**src/smc_cfg.svh**
```systemverilog
// constants of the sleep mode controller
// What this block does
// - idle halts cpu, peripherals run, pin/ccl/other irqs wake
// - standby stops fast clocks lacking run-in-standby
// - power-down stops every fast clock unconditionally
// - low-leakage bit cuts leakage in power-down with auto regulator mode
// - rtc wdt bod events always on; dac standby-gated
// - standby rtc counter gated; power-down pit only
// - main/ccl clocks standby-gated; tcd clock idle only
// - vlm, multi_voltage_io wake always; pin needs async in power-down; rtc not idle
// - ccl wake; power-down needs async path, no leakage
// - six cycles plus osc and regulator start-up
// - idle keeps main clock; power-down 32k on demand
// - wait for brown-out ready when fuse selects
// - debug break wakes to active without irq
// - key then protected write within four instructions
// - unkeyed regulator write ignored, value kept
// - mode codes idle 0, standby 1, power-down 2
// - sleep only if enable bit set at sleep instruction
// - irq wake resumes; reset ends sleep
// - power mode 0 auto, 1 full drive
`ifndef SMC_CFG_SVH
`define SMC_CFG_SVH

`define SMC_MODE_IDLE       3'h0
`define SMC_MODE_STANDBY    3'h1
`define SMC_MODE_PDOWN      3'h2
`define SMC_REGULATOR_POWER_MODE_AUTO      3'h0
`define SMC_REGULATOR_POWER_MODE_FULL      3'h1
`define SMC_REG_RESET       8'h00
`define SMC_REG_MASK        8'h17
`define SMC_HTLL_BIT        4
`define SMC_REGULATOR_POWER_MODE_MSB       2
`define SMC_WAKE_CYCLES     3'h6
`define SMC_KEY_WINDOW      3'h4
`define SMC_BOD_WAIT_CODE   2'h3
`define SMC_IO_KEY_DEFAULT  8'h5A

`endif

```
**src/smc_pkg.sv**
```systemverilog
// types shared by the sleep mode controller
package smc_pkg;
`include "smc_cfg.svh"

    // selectable sleep modes
    typedef enum logic [2:0]
    {
        SMC_IDLE    = `SMC_MODE_IDLE,
        SMC_STANDBY = `SMC_MODE_STANDBY,
        SMC_PDOWN   = `SMC_MODE_PDOWN
    } smc_mode_type;

    // controller states, one-hot
    typedef enum logic [3:0]
    {
        SMC_ACTIVE = 4'b0001,
        SMC_SLEEP  = 4'b0010,
        SMC_START  = 4'b0100,
        SMC_COUNT  = 4'b1000
    } smc_state_type;
endpackage

```
**src/smc_reg_if.sv**
```systemverilog
// carrier between the controller and its protected register
`timescale 1ns/1ps
interface smc_reg_if;
    logic       key_wr;        // key write strobe
    logic [7:0] key_data;      // value written to protection register
    logic       instr_retired; // one cpu instruction finished
    logic       reg_wr;        // regulator register write strobe
    logic [7:0] reg_wdata;     // regulator register write data
    logic [7:0] reg_value;     // stored regulator register
    logic       window_open;   // protected write allowed now

    modport ctrl
    (
        input  key_wr, key_data, instr_retired, reg_wr, reg_wdata,
        output reg_value, window_open
    );
    modport user
    (
        output key_wr, key_data, instr_retired, reg_wr, reg_wdata,
        input  reg_value, window_open
    );
endinterface

```
**src/smc_protect.sv**
```systemverilog
// key-protected regulator control register
`timescale 1ns/1ps
`include "smc_cfg.svh"
module smc_protect
#(
    parameter logic [7:0] IO_KEY = `SMC_IO_KEY_DEFAULT // arbitrary value
)
(
    // clock and reset
    input  wire logic clk,
    input  wire logic rst,
    // register traffic
    smc_reg_if.ctrl   bus
);
    import smc_pkg::*;

    logic [2:0] left;      // instructions left in the window
    logic [2:0] next_left; // next window count
    logic [7:0] next_reg;  // next register value
    wire        key_ok = bus.key_wr && (bus.key_data == IO_KEY);
    wire        open   = (left != 3'h0);
    // a key write with the matching key in the same cycle wins and the data write is refused
    wire        take   = bus.reg_wr && open && !key_ok;

    // key opens a window of four instructions; write closes it
    assign next_left = key_ok ? `SMC_KEY_WINDOW :
                       take   ? 3'h0 :
                       (open && bus.instr_retired) ? left - 3'h1 :
                       left;
    // unkeyed writes leave the register alone; reserved bits stay 0
    assign next_reg  = take ? (bus.reg_wdata & `SMC_REG_MASK)
                            : bus.reg_value;

    // window counter and register
    always_ff @(posedge clk)
    begin
        if (rst)
        begin
            left          <= 3'h0;
            bus.reg_value <= `SMC_REG_RESET;
            bus.window_open <= 1'b0;
        end
        else
        begin
            left          <= next_left;
            bus.reg_value <= next_reg;
            bus.window_open <= (next_left != 3'h0);
        end
    end
endmodule

```
**src/smc_top.sv**
```systemverilog
// sleep mode controller: mode entry, clock gating, wake sequencing
`timescale 1ns/1ps
`include "smc_cfg.svh"
module smc_top
(
    // clock and reset
    input  wire logic           SYS_CLK,
    input  wire logic           SYS_RST,
    // sleep control from the cpu
    input  wire logic [2:0]     SLEEP_MODE_SELECT,
    input  wire logic           SLEEP_ENABLE_BIT,
    input  wire logic           SLEEP_INSTR,
    input  wire logic           DEBUG_BREAK,
    // protected register access
    input  wire logic           KEY_WR,
    input  wire logic [7:0]     KEY_DATA,
    input  wire logic           INSTR_RETIRED,
    input  wire logic           REG_WR,
    input  wire logic [7:0]     REG_WDATA,
    // run-in-standby bits
    input  wire logic           RSB_MAIN,
    input  wire logic           RSB_CCL,
    input  wire logic           RSB_DAC,
    input  wire logic           RSB_RTC,
    input  wire logic           RSB_ADC,
    input  wire logic           RSB_AC,
    // wake sources
    input  wire logic           IRQ_PIN,
    input  wire logic           PIN_ASYNC,
    input  wire logic           IRQ_VLM,
    input  wire logic           IRQ_MULTI_VOLTAGE_IO,
    input  wire logic           IRQ_RTC,
    input  wire logic           IRQ_PIT,
    input  wire logic           IRQ_TWI_MATCH,
    input  wire logic           IRQ_CCL,
    input  wire logic [2:0]     CCL_FILTER_SELECT,
    input  wire logic [1:0]     CCL_EDGE_DETECT,
    input  wire logic           IRQ_USART_SOF,
    input  wire logic           IRQ_ADC,
    input  wire logic           IRQ_AC,
    input  wire logic           IRQ_OTHER,
    // start-up status
    input  wire logic           OSC_READY,
    input  wire logic           REG_READY,
    input  wire logic           BOD_READY,
    input  wire logic [1:0]     BOD_ACTIVE_FUSE,
    input  wire logic           INTERNAL_32K_OSCILLATOR_REQ,
    // cpu and gating outputs
    output smc_pkg::smc_mode_type SLEEP_MODE,
    output logic                CPU_HALT,
    output logic                RESUME,
    output logic                CLK_EN_MAIN,
    output logic                CLK_EN_CCL,
    output logic                CLK_EN_TCD,
    output logic                PER_EN_DAC,
    output logic                PER_EN_OTHER,
    output logic                RTC_COUNTER_EN,
    output logic                ALWAYS_ON_EN,
    output logic                INTERNAL_32K_OSCILLATOR_EN,
    output logic                REG_LOW_POWER,
    output logic                LOW_LEAKAGE,
    // protected register view
    output logic [7:0]          REGULATOR_CONTROL,
    output logic                WINDOW_OPEN
);
    import smc_pkg::*;

    smc_state_type state;       // controller state
    smc_state_type next_state;  // next controller state
    smc_mode_type  next_mode;   // next stored mode
    logic [2:0]    cnt;         // wake cycle counter
    logic          main_off;    // main clock stopped in this sleep
    logic          reg_off;     // regulator in low power this sleep
    logic          bod_meta;    // first synchroniser stage
    logic          bod_ready;   // synchronised brown-out ready

    smc_reg_if     regs();      // link to the protected register

    // register traffic travels to the protect block unchanged
    assign regs.key_wr        = KEY_WR;
    assign regs.key_data      = KEY_DATA;
    assign regs.instr_retired = INSTR_RETIRED;
    assign regs.reg_wr        = REG_WR;
    assign regs.reg_wdata     = REG_WDATA;

    smc_protect u_protect
    (
        .clk (SYS_CLK),
        .rst (SYS_RST),
        .bus (regs)
    );

    // register fields
    wire       htll   = regs.reg_value[`SMC_HTLL_BIT];
    wire [2:0] regulator_power_mode  = regs.reg_value[`SMC_REGULATOR_POWER_MODE_MSB:0];
    wire       p_auto = (regulator_power_mode == `SMC_REGULATOR_POWER_MODE_AUTO);

    // mode of the current sleep
    wire m_idle = (SLEEP_MODE == SMC_IDLE);
    wire m_stby = (SLEEP_MODE == SMC_STANDBY);
    wire m_pd   = (SLEEP_MODE == SMC_PDOWN);
    wire asleep = (state == SMC_SLEEP);
    // low leakage only bites in power-down with automatic regulator
    wire leak   = m_pd && htll && p_auto;

    // requested mode must be one of the three codes
    wire sel_ok = (SLEEP_MODE_SELECT == `SMC_MODE_IDLE) ||
                  (SLEEP_MODE_SELECT == `SMC_MODE_STANDBY) ||
                  (SLEEP_MODE_SELECT == `SMC_MODE_PDOWN);
    wire go     = SLEEP_INSTR && SLEEP_ENABLE_BIT && sel_ok;
    wire new_idle = (SLEEP_MODE_SELECT == `SMC_MODE_IDLE);
    wire new_stby = (SLEEP_MODE_SELECT == `SMC_MODE_STANDBY);

    // wake source selection per mode
    wire ccl_async = (CCL_FILTER_SELECT == 3'h0) &&
                     (CCL_EDGE_DETECT == 2'h0);
    wire wake_all  = IRQ_VLM || IRQ_MULTI_VOLTAGE_IO;
    wire wake_idle = IRQ_PIN || IRQ_CCL || IRQ_OTHER;
    wire wake_stby = IRQ_PIN || IRQ_PIT || (IRQ_RTC && RSB_RTC) ||
                     IRQ_TWI_MATCH || IRQ_USART_SOF ||
                     (IRQ_ADC && RSB_ADC) || (IRQ_AC && RSB_AC) ||
                     IRQ_CCL;
    // power-down: pin must sense asynchronously
    wire wake_pd   = (IRQ_PIN && PIN_ASYNC) || IRQ_PIT ||
                     (IRQ_TWI_MATCH && !leak) ||
                     (IRQ_CCL && !leak && ccl_async);
    wire wake = wake_all || (m_idle && wake_idle) ||
                (m_stby && wake_stby) || (m_pd && wake_pd);

    // start-up waits only for what this sleep switched off
    wire up_ok   = (!main_off || OSC_READY) && (!reg_off || REG_READY);
    wire bod_ok  = (BOD_ACTIVE_FUSE != `SMC_BOD_WAIT_CODE) || bod_ready;
    wire cnt_end = (cnt == `SMC_WAKE_CYCLES - 3'h1);

    // state sequencing
    always_comb
    begin
        next_state = state;
        case (state)
            SMC_ACTIVE:
                if (go)
                    next_state = SMC_SLEEP;
            SMC_SLEEP:   // debug break wakes even with no irq
                if (wake || DEBUG_BREAK)
                    next_state = SMC_START;
            SMC_START:   // oscillator and regulator start-up
                if (up_ok)
                    next_state = SMC_COUNT;
            SMC_COUNT:   // six cycles, then brown-out gate
                if (cnt_end && bod_ok)
                    next_state = SMC_ACTIVE;
            default:
                next_state = SMC_ACTIVE;
        endcase
    end

    assign next_mode = (state == SMC_ACTIVE && go) ?
                       smc_mode_type'(SLEEP_MODE_SELECT) : SLEEP_MODE;

    // brown-out ready comes from an analog clock domain
    always_ff @(posedge SYS_CLK)
    begin
        if (SYS_RST)
        begin
            bod_meta  <= 1'b0;
            bod_ready <= 1'b0;
        end
        else
        begin
            bod_meta  <= BOD_READY;
            bod_ready <= bod_meta;
        end
    end

    // state, mode, wake counter; reset always lands in active
    always_ff @(posedge SYS_CLK)
    begin
        if (SYS_RST)
        begin
            state      <= SMC_ACTIVE;
            SLEEP_MODE <= SMC_IDLE;
            cnt        <= 3'h0;
        end
        else
        begin
            state      <= next_state;
            SLEEP_MODE <= next_mode;
            // counter saturates at the end value while bod lags
            cnt        <= (state != SMC_COUNT) ? 3'h0 :
                          cnt_end ? cnt : cnt + 3'h1;
        end
    end

    // what was switched off, caught on entry
    always_ff @(posedge SYS_CLK)
    begin
        if (SYS_RST)
        begin
            main_off <= 1'b0;
            reg_off  <= 1'b0;
        end
        else if (state == SMC_ACTIVE && go)
        begin
            // idle keeps the main clock so its wake is one start cycle plus six counted cycles
            main_off <= !(new_idle || (new_stby && RSB_MAIN));
            reg_off  <= !new_idle && p_auto;
        end
    end

    // gating outputs; fast clocks off in power-down by construction
    always_ff @(posedge SYS_CLK)
    begin
        if (SYS_RST)
        begin
            CPU_HALT       <= 1'b0;
            RESUME         <= 1'b0;
            CLK_EN_MAIN    <= 1'b1;
            CLK_EN_CCL     <= 1'b1;
            CLK_EN_TCD     <= 1'b1;
            PER_EN_DAC     <= 1'b1;
            PER_EN_OTHER   <= 1'b1;
            RTC_COUNTER_EN <= 1'b1;
            ALWAYS_ON_EN   <= 1'b1;
            INTERNAL_32K_OSCILLATOR_EN      <= 1'b0;
            REG_LOW_POWER  <= 1'b0;
            LOW_LEAKAGE    <= 1'b0;
        end
        else
        begin
            CPU_HALT       <= (next_state != SMC_ACTIVE);
            RESUME         <= (state == SMC_COUNT) &&
                              (next_state == SMC_ACTIVE);
            CLK_EN_MAIN    <= !asleep || m_idle ||
                              (m_stby && RSB_MAIN);
            CLK_EN_CCL     <= !asleep || m_idle ||
                              (m_stby && RSB_CCL);
            CLK_EN_TCD     <= !asleep || m_idle;
            PER_EN_DAC     <= !asleep || m_idle ||
                              (m_stby && RSB_DAC);
            PER_EN_OTHER   <= !asleep || m_idle;
            RTC_COUNTER_EN <= !asleep || m_idle ||
                              (m_stby && RSB_RTC);
            ALWAYS_ON_EN   <= 1'b1;
            INTERNAL_32K_OSCILLATOR_EN      <= INTERNAL_32K_OSCILLATOR_REQ;
            REG_LOW_POWER  <= asleep && !m_idle && p_auto;
            LOW_LEAKAGE    <= asleep && leak;
        end
    end

    // protected register view straight from its flops
    assign REGULATOR_CONTROL = regs.reg_value;
    assign WINDOW_OPEN       = regs.window_open;
endmodule

```
**config.mk**
```make
export PLATFORM = sky130hd
export DESIGN_NAME = smc_top
export DESIGN_NICKNAME = d
export VERILOG_FILES = /design/src/smc_pkg.sv /design/src/smc_reg_if.sv /design/src/smc_protect.sv /design/src/smc_top.sv
export VERILOG_INCLUDE_DIRS = /design/src
export SDC_FILE = /design/constraint.sdc
export NUM_CORES = 1
export LEC_CHECK = 0
export ABC_AREA = 1
export BUFFER_PORTS_ARGS = -buffer_cell sky130_fd_sc_hd__buf_2
export CAP_MARGIN = 25
export CELL_PAD_IN_SITES_DETAIL_PLACEMENT = 1
export CELL_PAD_IN_SITES_GLOBAL_PLACEMENT = 2
export CORE_UTILIZATION = 20
export CTS_CLUSTER_DIAMETER = 200
export DETAILED_ROUTE_END_ITERATION = 7
export PLACE_DENSITY = 0.84
export SETUP_SLACK_MARGIN = 0.1
export SYNTH_ARGS = -nofsm -noshare
export SYNTH_HDL_FRONTEND = slang
export SYNTH_SLANG_ARGS = --single-unit
```
**constraint.sdc**
```tcl
create_clock -name SYS_CLK -period 1.2 [get_ports SYS_CLK]
set_clock_uncertainty 0.2 [all_clocks]
set_input_delay 0.24 -clock SYS_CLK [delete_from_list [all_inputs] [get_ports SYS_CLK]]
set_output_delay 0.24 -clock SYS_CLK [all_outputs]
set_load 0.02 [all_outputs]
```
==> results.py, run 1 <==
metrics = {
    "floorplan": {
        "die-area_sq_um": 7880,
        "die_h_microns": 88.8,
        "floorplan.initialDensity_pct": 20.8,
        "core_area_sq_um": 7250,
        "rows": 31,
        "die_w_microns": 88.8,
        "io_pins": 80,
    },
    "critical_path": {
        "cpMostUsedCell": "nand2_2",
        "cp_max_fo": 3,
        "cp-end-kind": "flip-flop",
        "crit_path_start_kind": "flip-flop",
        "critPathRequiredTime_ps": 1180,
        "crit_type": "reg -> reg",
        "crit_chain": "inv_2 -> ha_4 -> nand2_4 -> nand3_4 -> xor2_2 -> nand2_2 -> nand2_2 -> nand2_2 -> nand2_1",
        "slowest_delay_ps": 330,
        "crit_arrival_ps": 1360,
        "crit_slowest_cell": "dfxtp_2",
    },
    "timing": {
        "finalSetupTns_ps": -2840,
        "hold_viol_final": 0,
        "fin_crit_sh_pct": 115,
        "setup_ws_ps": -182,
        "finalCriticalPeriod_ps": 1380,
        "rsz0062_at_grt": "true",
        "finalSetupViolCount": 33,
        "drv_slew": 0,
        "max_freq_mhz": 724,
        "hold-worst-slack_ps": 61.5,
    },
    "grt": {
        "grt_max_degree": 11,
        "antenna_found_initial": 0,
        "grt.overflow.total": 0,
        "grt_use_total_pct": 12.9,
        "grt_pass1_vias": 1830,
        "grt_pass1_wl_microns": 7710,
    },
    "route": {
        "finalWirelength_microns": 4800,
        "drtIter0Drc": 31,
        "ant_nets": 0,
        "avgRoutedWirePerCell_microns": 11.1,
        "drc_errors": 0,
        "vias": 1706,
        "dr.pass1.iters": 4,
        "vias_per_cell": 3.94,
    },
    "placed_design": {
        "dp_hpwl_microns": 3440,
        "routabilityCongestion": 0.747,
        "placed_area_sq_um": 2230,
        "port_buffers": 70,
        "dp_slack_ps": -239,
    },
    "yosys": {
        "ys_seq_area_share_pct": 42.5,
        "synth_top_area_share_pct": 42.5,
        "syn-cell-area_sq_um": 1510,
        "ys_ff_latch": 32,
        "synth_cells": 209,
        "synth_area_leader_cell": "dfxtp_1",
        "postSynthAreaPerCell_sq_um": 7.21,
        "synth_area_leaders": "dfxtp_1 (43%), nand2_1 (11%), nor2_1 (8.2%)",
        "ys_types": 28,
        "ys.warnings.count": 0,
    },
    "hold_path": {
        "timing.hold.worst.class": "in -> reg",
    },
    "clocking": {
        "clock-sinks": 32,
        "numCtsBuffers": 5,
        "cts-root-buf": "clkbuf_8",
        "h-tree-depth": 2,
        "path_clk_slew_ps": 70,
        "cts_tree": "done",
        "insertion_delay_ps": 290,
        "clock_path_buffers": 2,
    },
    "pwr": {
        "ir_drop_mv": 0.732,
        "power_density_nw_per_um2": 1320,
        "total_power_w": 0.00391,
        "leakagePower_nw": 1.38,
    },
    "final_layout": {
        "syn_to_final_growth_pct": 96.3,
        "stdcell_area_sq_um": 2960,
        "nNetsFinal": 393,
        "antennaDiodeCount": 0,
        "fill_cells": 871,
        "drive_gt1_share_pct": 65.6,
    },
    "run_status": {
        "violations": "negative setup slack",
        "outcome": "complete, but fails checks",
    },
    "job": {
        "cap_violations": 0,
    },
}
[final timing paths]
kind | startpoint | to | slack [ps] | depth (start not counted)
setup reg to reg | u_protect.left[0] | u_protect.bus.window_open | -180 | 9
hold / removal | RSB_RTC | RTC_COUNTER_EN | 60 | 4
setup / recovery | u_protect.left[0] | u_protect.bus.window_open | -180 | 9
hold reg to reg | bod_meta | bod_ready | 230 | 2
[cell type report]
type / count / area (sq um) / share of cell area, %
clock buffer: 6 / 72.6 / 2.45
clock inverter: 2 / 35.0 / 1.18
inverter: 33 / 134 / 4.53
multi-input combinational: 139 / 982 / 33.2
sequential: 32 / 687 / 23.2
tap: 99 / 124 / 4.19
timing repair buffer: 122 / 923 / 31.2
[critical path, delay by kind of cell, from the launching register on]
| family | cells | cell delay (ps) |
|---|---|---|
| adders and majority gates | 1 | 160 |
| DFF | 1 | 330 |
| buffers and inverters | 1 | 50 |
| xor gates and xnor gates | 1 | 150 |
| and+or+nand+nor | 6 | 380 |
[power breakdown]
part | internal [W] | switching, W | leakage (nW)
Combinational | 0.000820 | 0.000769 | 1.06
Clock | 0.000616 | 0.000410 | 0.0552
Sequential | 0.00119 | 0.0000999 | 0.268
[stage by stage]
stage / utilization [%] / instances
2_1_floorplan: - / 212
3_3_place_gp: 30.8 / 399
3_5_place_dp: 30.8 / 399
4_1_cts: 38.8 / 426
5_1_grt: 40.8 / 433
6_report: 40.8 / 433
[cell families after synthesis]
group | count (synthesis) | synth area share (%)
xor gates and xnor gates | 4 | 2.33
adders and majority gates | 4 | 3.32
buffers and inverters | 41 | 12.0
DFF | 32 | 42.5
other | 2 | 0.499
and+or+nand+nor | 104 | 31.3
AOI/OAI and AO/OA | 22 | 8.06
[sequential cells by signal, summed over array words and instances (netlist names), 3 cells and up]
signal	cells
SLEEP_MODE	3
cnt	3
state	4
u_protect.bus.reg_value	4
u_protect.left	3
[cells in the final DEF, fill, tap and decap left out, drive strengths merged]
cell and n:
a211oi 1, a21oi 10, buf 113, bufinv 1
clkbuf 6, clkinv 2, conb 5, dfxtp 32
dlygate4sd3 9, ha 4, inv 32, nand2 46
nand3 9, nand4 4, nor2 37, nor3 6
nor4 1, o21ai 9, o21bai 1, o22ai 1
or2 1, xnor2 2, xor2 2
[what timing repair did]
| item | in CTS | in global routing |
|---|---|---|
| gates resized for setup | 98 | 26 |
| pin swaps | 32 | 21 |
| setup endpoints to repair | 48 | 48 |
| buffers inserted | 10 | 9 |
| hold buffers | 9 | 0 |
| endpoints found under the hold margin | 9 | 0 |
[synthesized netlist by cell type]
cell       n
a211oi_2   1
a21oi_1   10
buf_2      2
buf_4      6
clkinv_2   1
conb_1     2
dfxtp_1   32
ha_1       4
inv_1     26
inv_2      6
nand2_1   43
nand2_2    3
nand3_1    8
nand3_2    1
nand4_1    4
nor2_1    33
nor2_2     3
nor2_4     1
nor3_1     2
nor3_2     4
nor4_1     1
o21ai_0    2
o21ai_1    7
o21bai_1   1
o22ai_1    1
or2_0      1
xnor2_1    2
xor2_1     2
[per-layer routing]
metal | vias up | GRT usage [%] | wire [microns]
met3 | 6 | 2.71 | 178
met5 | - | 0 | 0
met4 | 0 | 4.40 | 72
li1 | 884 | - | -
met1 | 775 | 14.0 | 1920
met2 | 41 | 24.8 | 2630
Power figures use the tool's default switching activity.
==> run 2: changes to the inputs <==
--- a/config.mk
+++ b/config.mk
@@ -7,6 +7,7 @@
 export NUM_CORES = 1
 export LEC_CHECK = 0
 export ABC_AREA = 1
+export ABC_CLOCK_PERIOD_IN_PS = 1200
 export BUFFER_PORTS_ARGS = -buffer_cell sky130_fd_sc_hd__buf_2
 export CAP_MARGIN = 25
 export CELL_PAD_IN_SITES_DETAIL_PLACEMENT = 1
@@ -15,7 +16,7 @@
 export CTS_CLUSTER_DIAMETER = 200
 export DETAILED_ROUTE_END_ITERATION = 7
 export PLACE_DENSITY = 0.84
-export SETUP_SLACK_MARGIN = 0.1
+export SETUP_SLACK_MARGIN = 0.3
 export SYNTH_ARGS = -nofsm -noshare
 export SYNTH_HDL_FRONTEND = slang
 export SYNTH_SLANG_ARGS = --single-unit
==> results.py, run 2 (synthesis gave the netlist of run 1 again) <==
metrics = {
    "grt": {
        "antenna_found_initial": 0,
        "grt_max_degree": 11,
        "grt_pass1_vias": 1748,
        "grt_use_total_pct": 12.0,
        "grt_pass1_wl_microns": 7160,
        "grt.overflow.total": 0,
    },
    "floorplan": {
        "die_w_microns": 88.8,
        "rows": 31,
        "die-area_sq_um": 7880,
        "core_area_sq_um": 7250,
        "die_h_microns": 88.8,
        "floorplan.initialDensity_pct": 20.8,
        "io_pins": 80,
    },
    "clocking": {
        "path_clk_slew_ps": 70,
        "numCtsBuffers": 5,
        "clock-sinks": 32,
        "cts_tree": "done",
        "clock_path_buffers": 2,
        "h-tree-depth": 2,
        "cts-root-buf": "clkbuf_8",
        "insertion_delay_ps": 280,
    },
    "placed_design": {
        "dp_slack_ps": -275,
        "placed_area_sq_um": 2230,
        "dp_hpwl_microns": 3530,
        "port_buffers": 70,
        "routabilityCongestion": 0.700,
    },
    "final_layout": {
        "antennaDiodeCount": 0,
        "fill_cells": 904,
        "nNetsFinal": 383,
        "final_cell_mix": "buf_2 (51), buf_6 (33), nand2_1 (28), buf_4 (28), nor2_1 (23)",
        "syn_to_final_growth_pct": 91.2,
        "drive_gt1_share_pct": 67.6,
        "layout_commonest_cell": "buf_2",
        "stdcell_area_sq_um": 2880,
        "largest_registers": "state: 4 flops, u_protect.bus.reg_value: 4 flops",
    },
    "critical_path": {
        "crit_start": "u_protect.left[1]",
        "crit_slowest_cell": "dfxtp_2",
        "path_delay_family": "simple AND/OR/NAND/NOR gates",
        "cp_max_fo": 3,
        "worstReg2RegEnd": "u_protect.bus.window_open",
        "cpMostUsedCell": "nor2_1",
        "r2r_slack_ps": -180,
        "crit_arrival_ps": 1360,
        "path_depth": 8,
        "slowest_delay_ps": 320,
        "crit_chain": "inv_2 -> ha_4 -> nand2_4 -> nand2_2 -> xor2_1 -> nor2_1 -> nor2_1 -> nand2_1",
        "r2r_start": "u_protect.left[1]",
        "reg2regPathDepth": 8,
        "crit_type": "reg -> reg",
        "critPathCapture": "u_protect.bus.window_open",
        "crit_path_start_kind": "flip-flop",
        "cp-end-kind": "flip-flop",
        "critPathRequiredTime_ps": 1170,
        "worst-path-buf-inv": 1,
    },
    "timing": {
        "rsz0062_at_grt": "true",
        "hold-worst-slack_ps": -45.8,
        "max_freq_mhz": 722,
        "hold_viol_final": 5,
        "fin_crit_sh_pct": 115,
        "drv_slew": 0,
        "setup_ws_ps": -184,
        "finalSetupTns_ps": -3230,
        "finalSetupViolCount": 34,
        "finalCriticalPeriod_ps": 1380,
    },
    "route": {
        "vias_per_cell": 4.03,
        "ant_nets": 0,
        "drtIter0Drc": 26,
        "dr.pass1.iters": 4,
        "avgRoutedWirePerCell_microns": 11.4,
        "vias": 1704,
        "finalWirelength_microns": 4800,
        "drc_errors": 0,
    },
    "run_status": {
        "outcome": "complete, but fails checks",
        "violations": "negative hold slack, negative setup slack",
    },
    "pwr": {
        "pwr-share-comb_pct": 39.9,
        "ir_drop_mv": 0.634,
        "pwr-share-clk_pct": 26.4,
        "p_seq_share_pct": 33.7,
        "leakagePower_nw": 1.35,
        "internal_power_w": 0.00258,
        "p_sw_w": 0.00125,
        "total_power_w": 0.00382,
        "power_density_nw_per_um2": 1330,
        "swShare_pct": 32.6,
    },
    "job": {
        "cap_violations": 0,
    },
    "hold_path": {
        "timing.hold.worst.class": "in -> reg",
    },
}
run 2: cell types whose count changed in the layout (fill, tap and decap cells not counted), sizes merged:
| cell | before | now |
|---|---|---|
| dlygate4sd3 | 9 | 0 |
| buf | 113 | 112 |
run 2: per-layer routing:
| layer | share of wire [%] | track usage, % |
|---|---|---|
| met2 | 59 | 23.9 |
| met4 | 2.4 | 6.45 |
| met3 | 3.9 | 2.24 |
| met5 | 0 | 0 |
| met1 | 35 | 11.5 |
run 2: timing repair:
action,in CTS,in global routing
endpoints found under the hold margin,9,5
pin swaps,24,27
setup endpoints to repair,48,48
buffers inserted,8,9
resized for setup,91,36
run 2: worst min path at each step:
stage	from	end	slack, ps	cells past startpoint
4_1_cts	RSB_DAC	PER_EN_DAC	-50	3
2_1_floorplan	RSB_MAIN	CLK_EN_MAIN	140	2
3_3_place_gp	bod_meta	bod_ready	190	2
5_1_grt	RSB_DAC	PER_EN_DAC	-40	3
3_5_place_dp	bod_meta	bod_ready	210	2
6_report	RSB_DAC	PER_EN_DAC	-50	3
run 2: metrics by stage:
step                      hold slack (ps)  utilization, %  instances
after detailed placement              205            30.8        398
after CTS                           -54.4            37.0        414
final                               -45.8            39.7        423
after floorplan                       143               -        212
after global placement                192            30.8        398
after global routing                -35.8            39.7        423
run 2: cell type report:
cell class	instances	area (sq um)	area share (%)
Clock buffer	6	72.6	2.52
Clock inverter	2	35.0	1.22
Inverter	33	136	4.74
Multi-Input combinational cell	139	986	34.2
Sequential cell	32	689	23.9
Tap cell	99	124	4.30
Timing Repair Buffer	112	837	29.1
run 2: power by group through the flow:
stage	combinational, W	clock (W)	sequential, W
6_report	0.00153	0.00101	0.00129
5_1_grt	0.00167	0.00108	0.00130
4_1_cts	0.00136	0.00105	0.00129
3_5_place_dp	0.00114	0	0.00128
3_3_place_gp	0.00111	0	0.00127
2_1_floorplan	0.000583	0	0.00136
run 2: worst reg2reg max path: stages (launching register included):
cell and delay, ps:
dfxtp_2 320, inv_2 70, ha_4 140, nand2_4 70, nand2_2 90, xor2_1 160
nor2_1 70, nor2_1 100, nand2_1 60
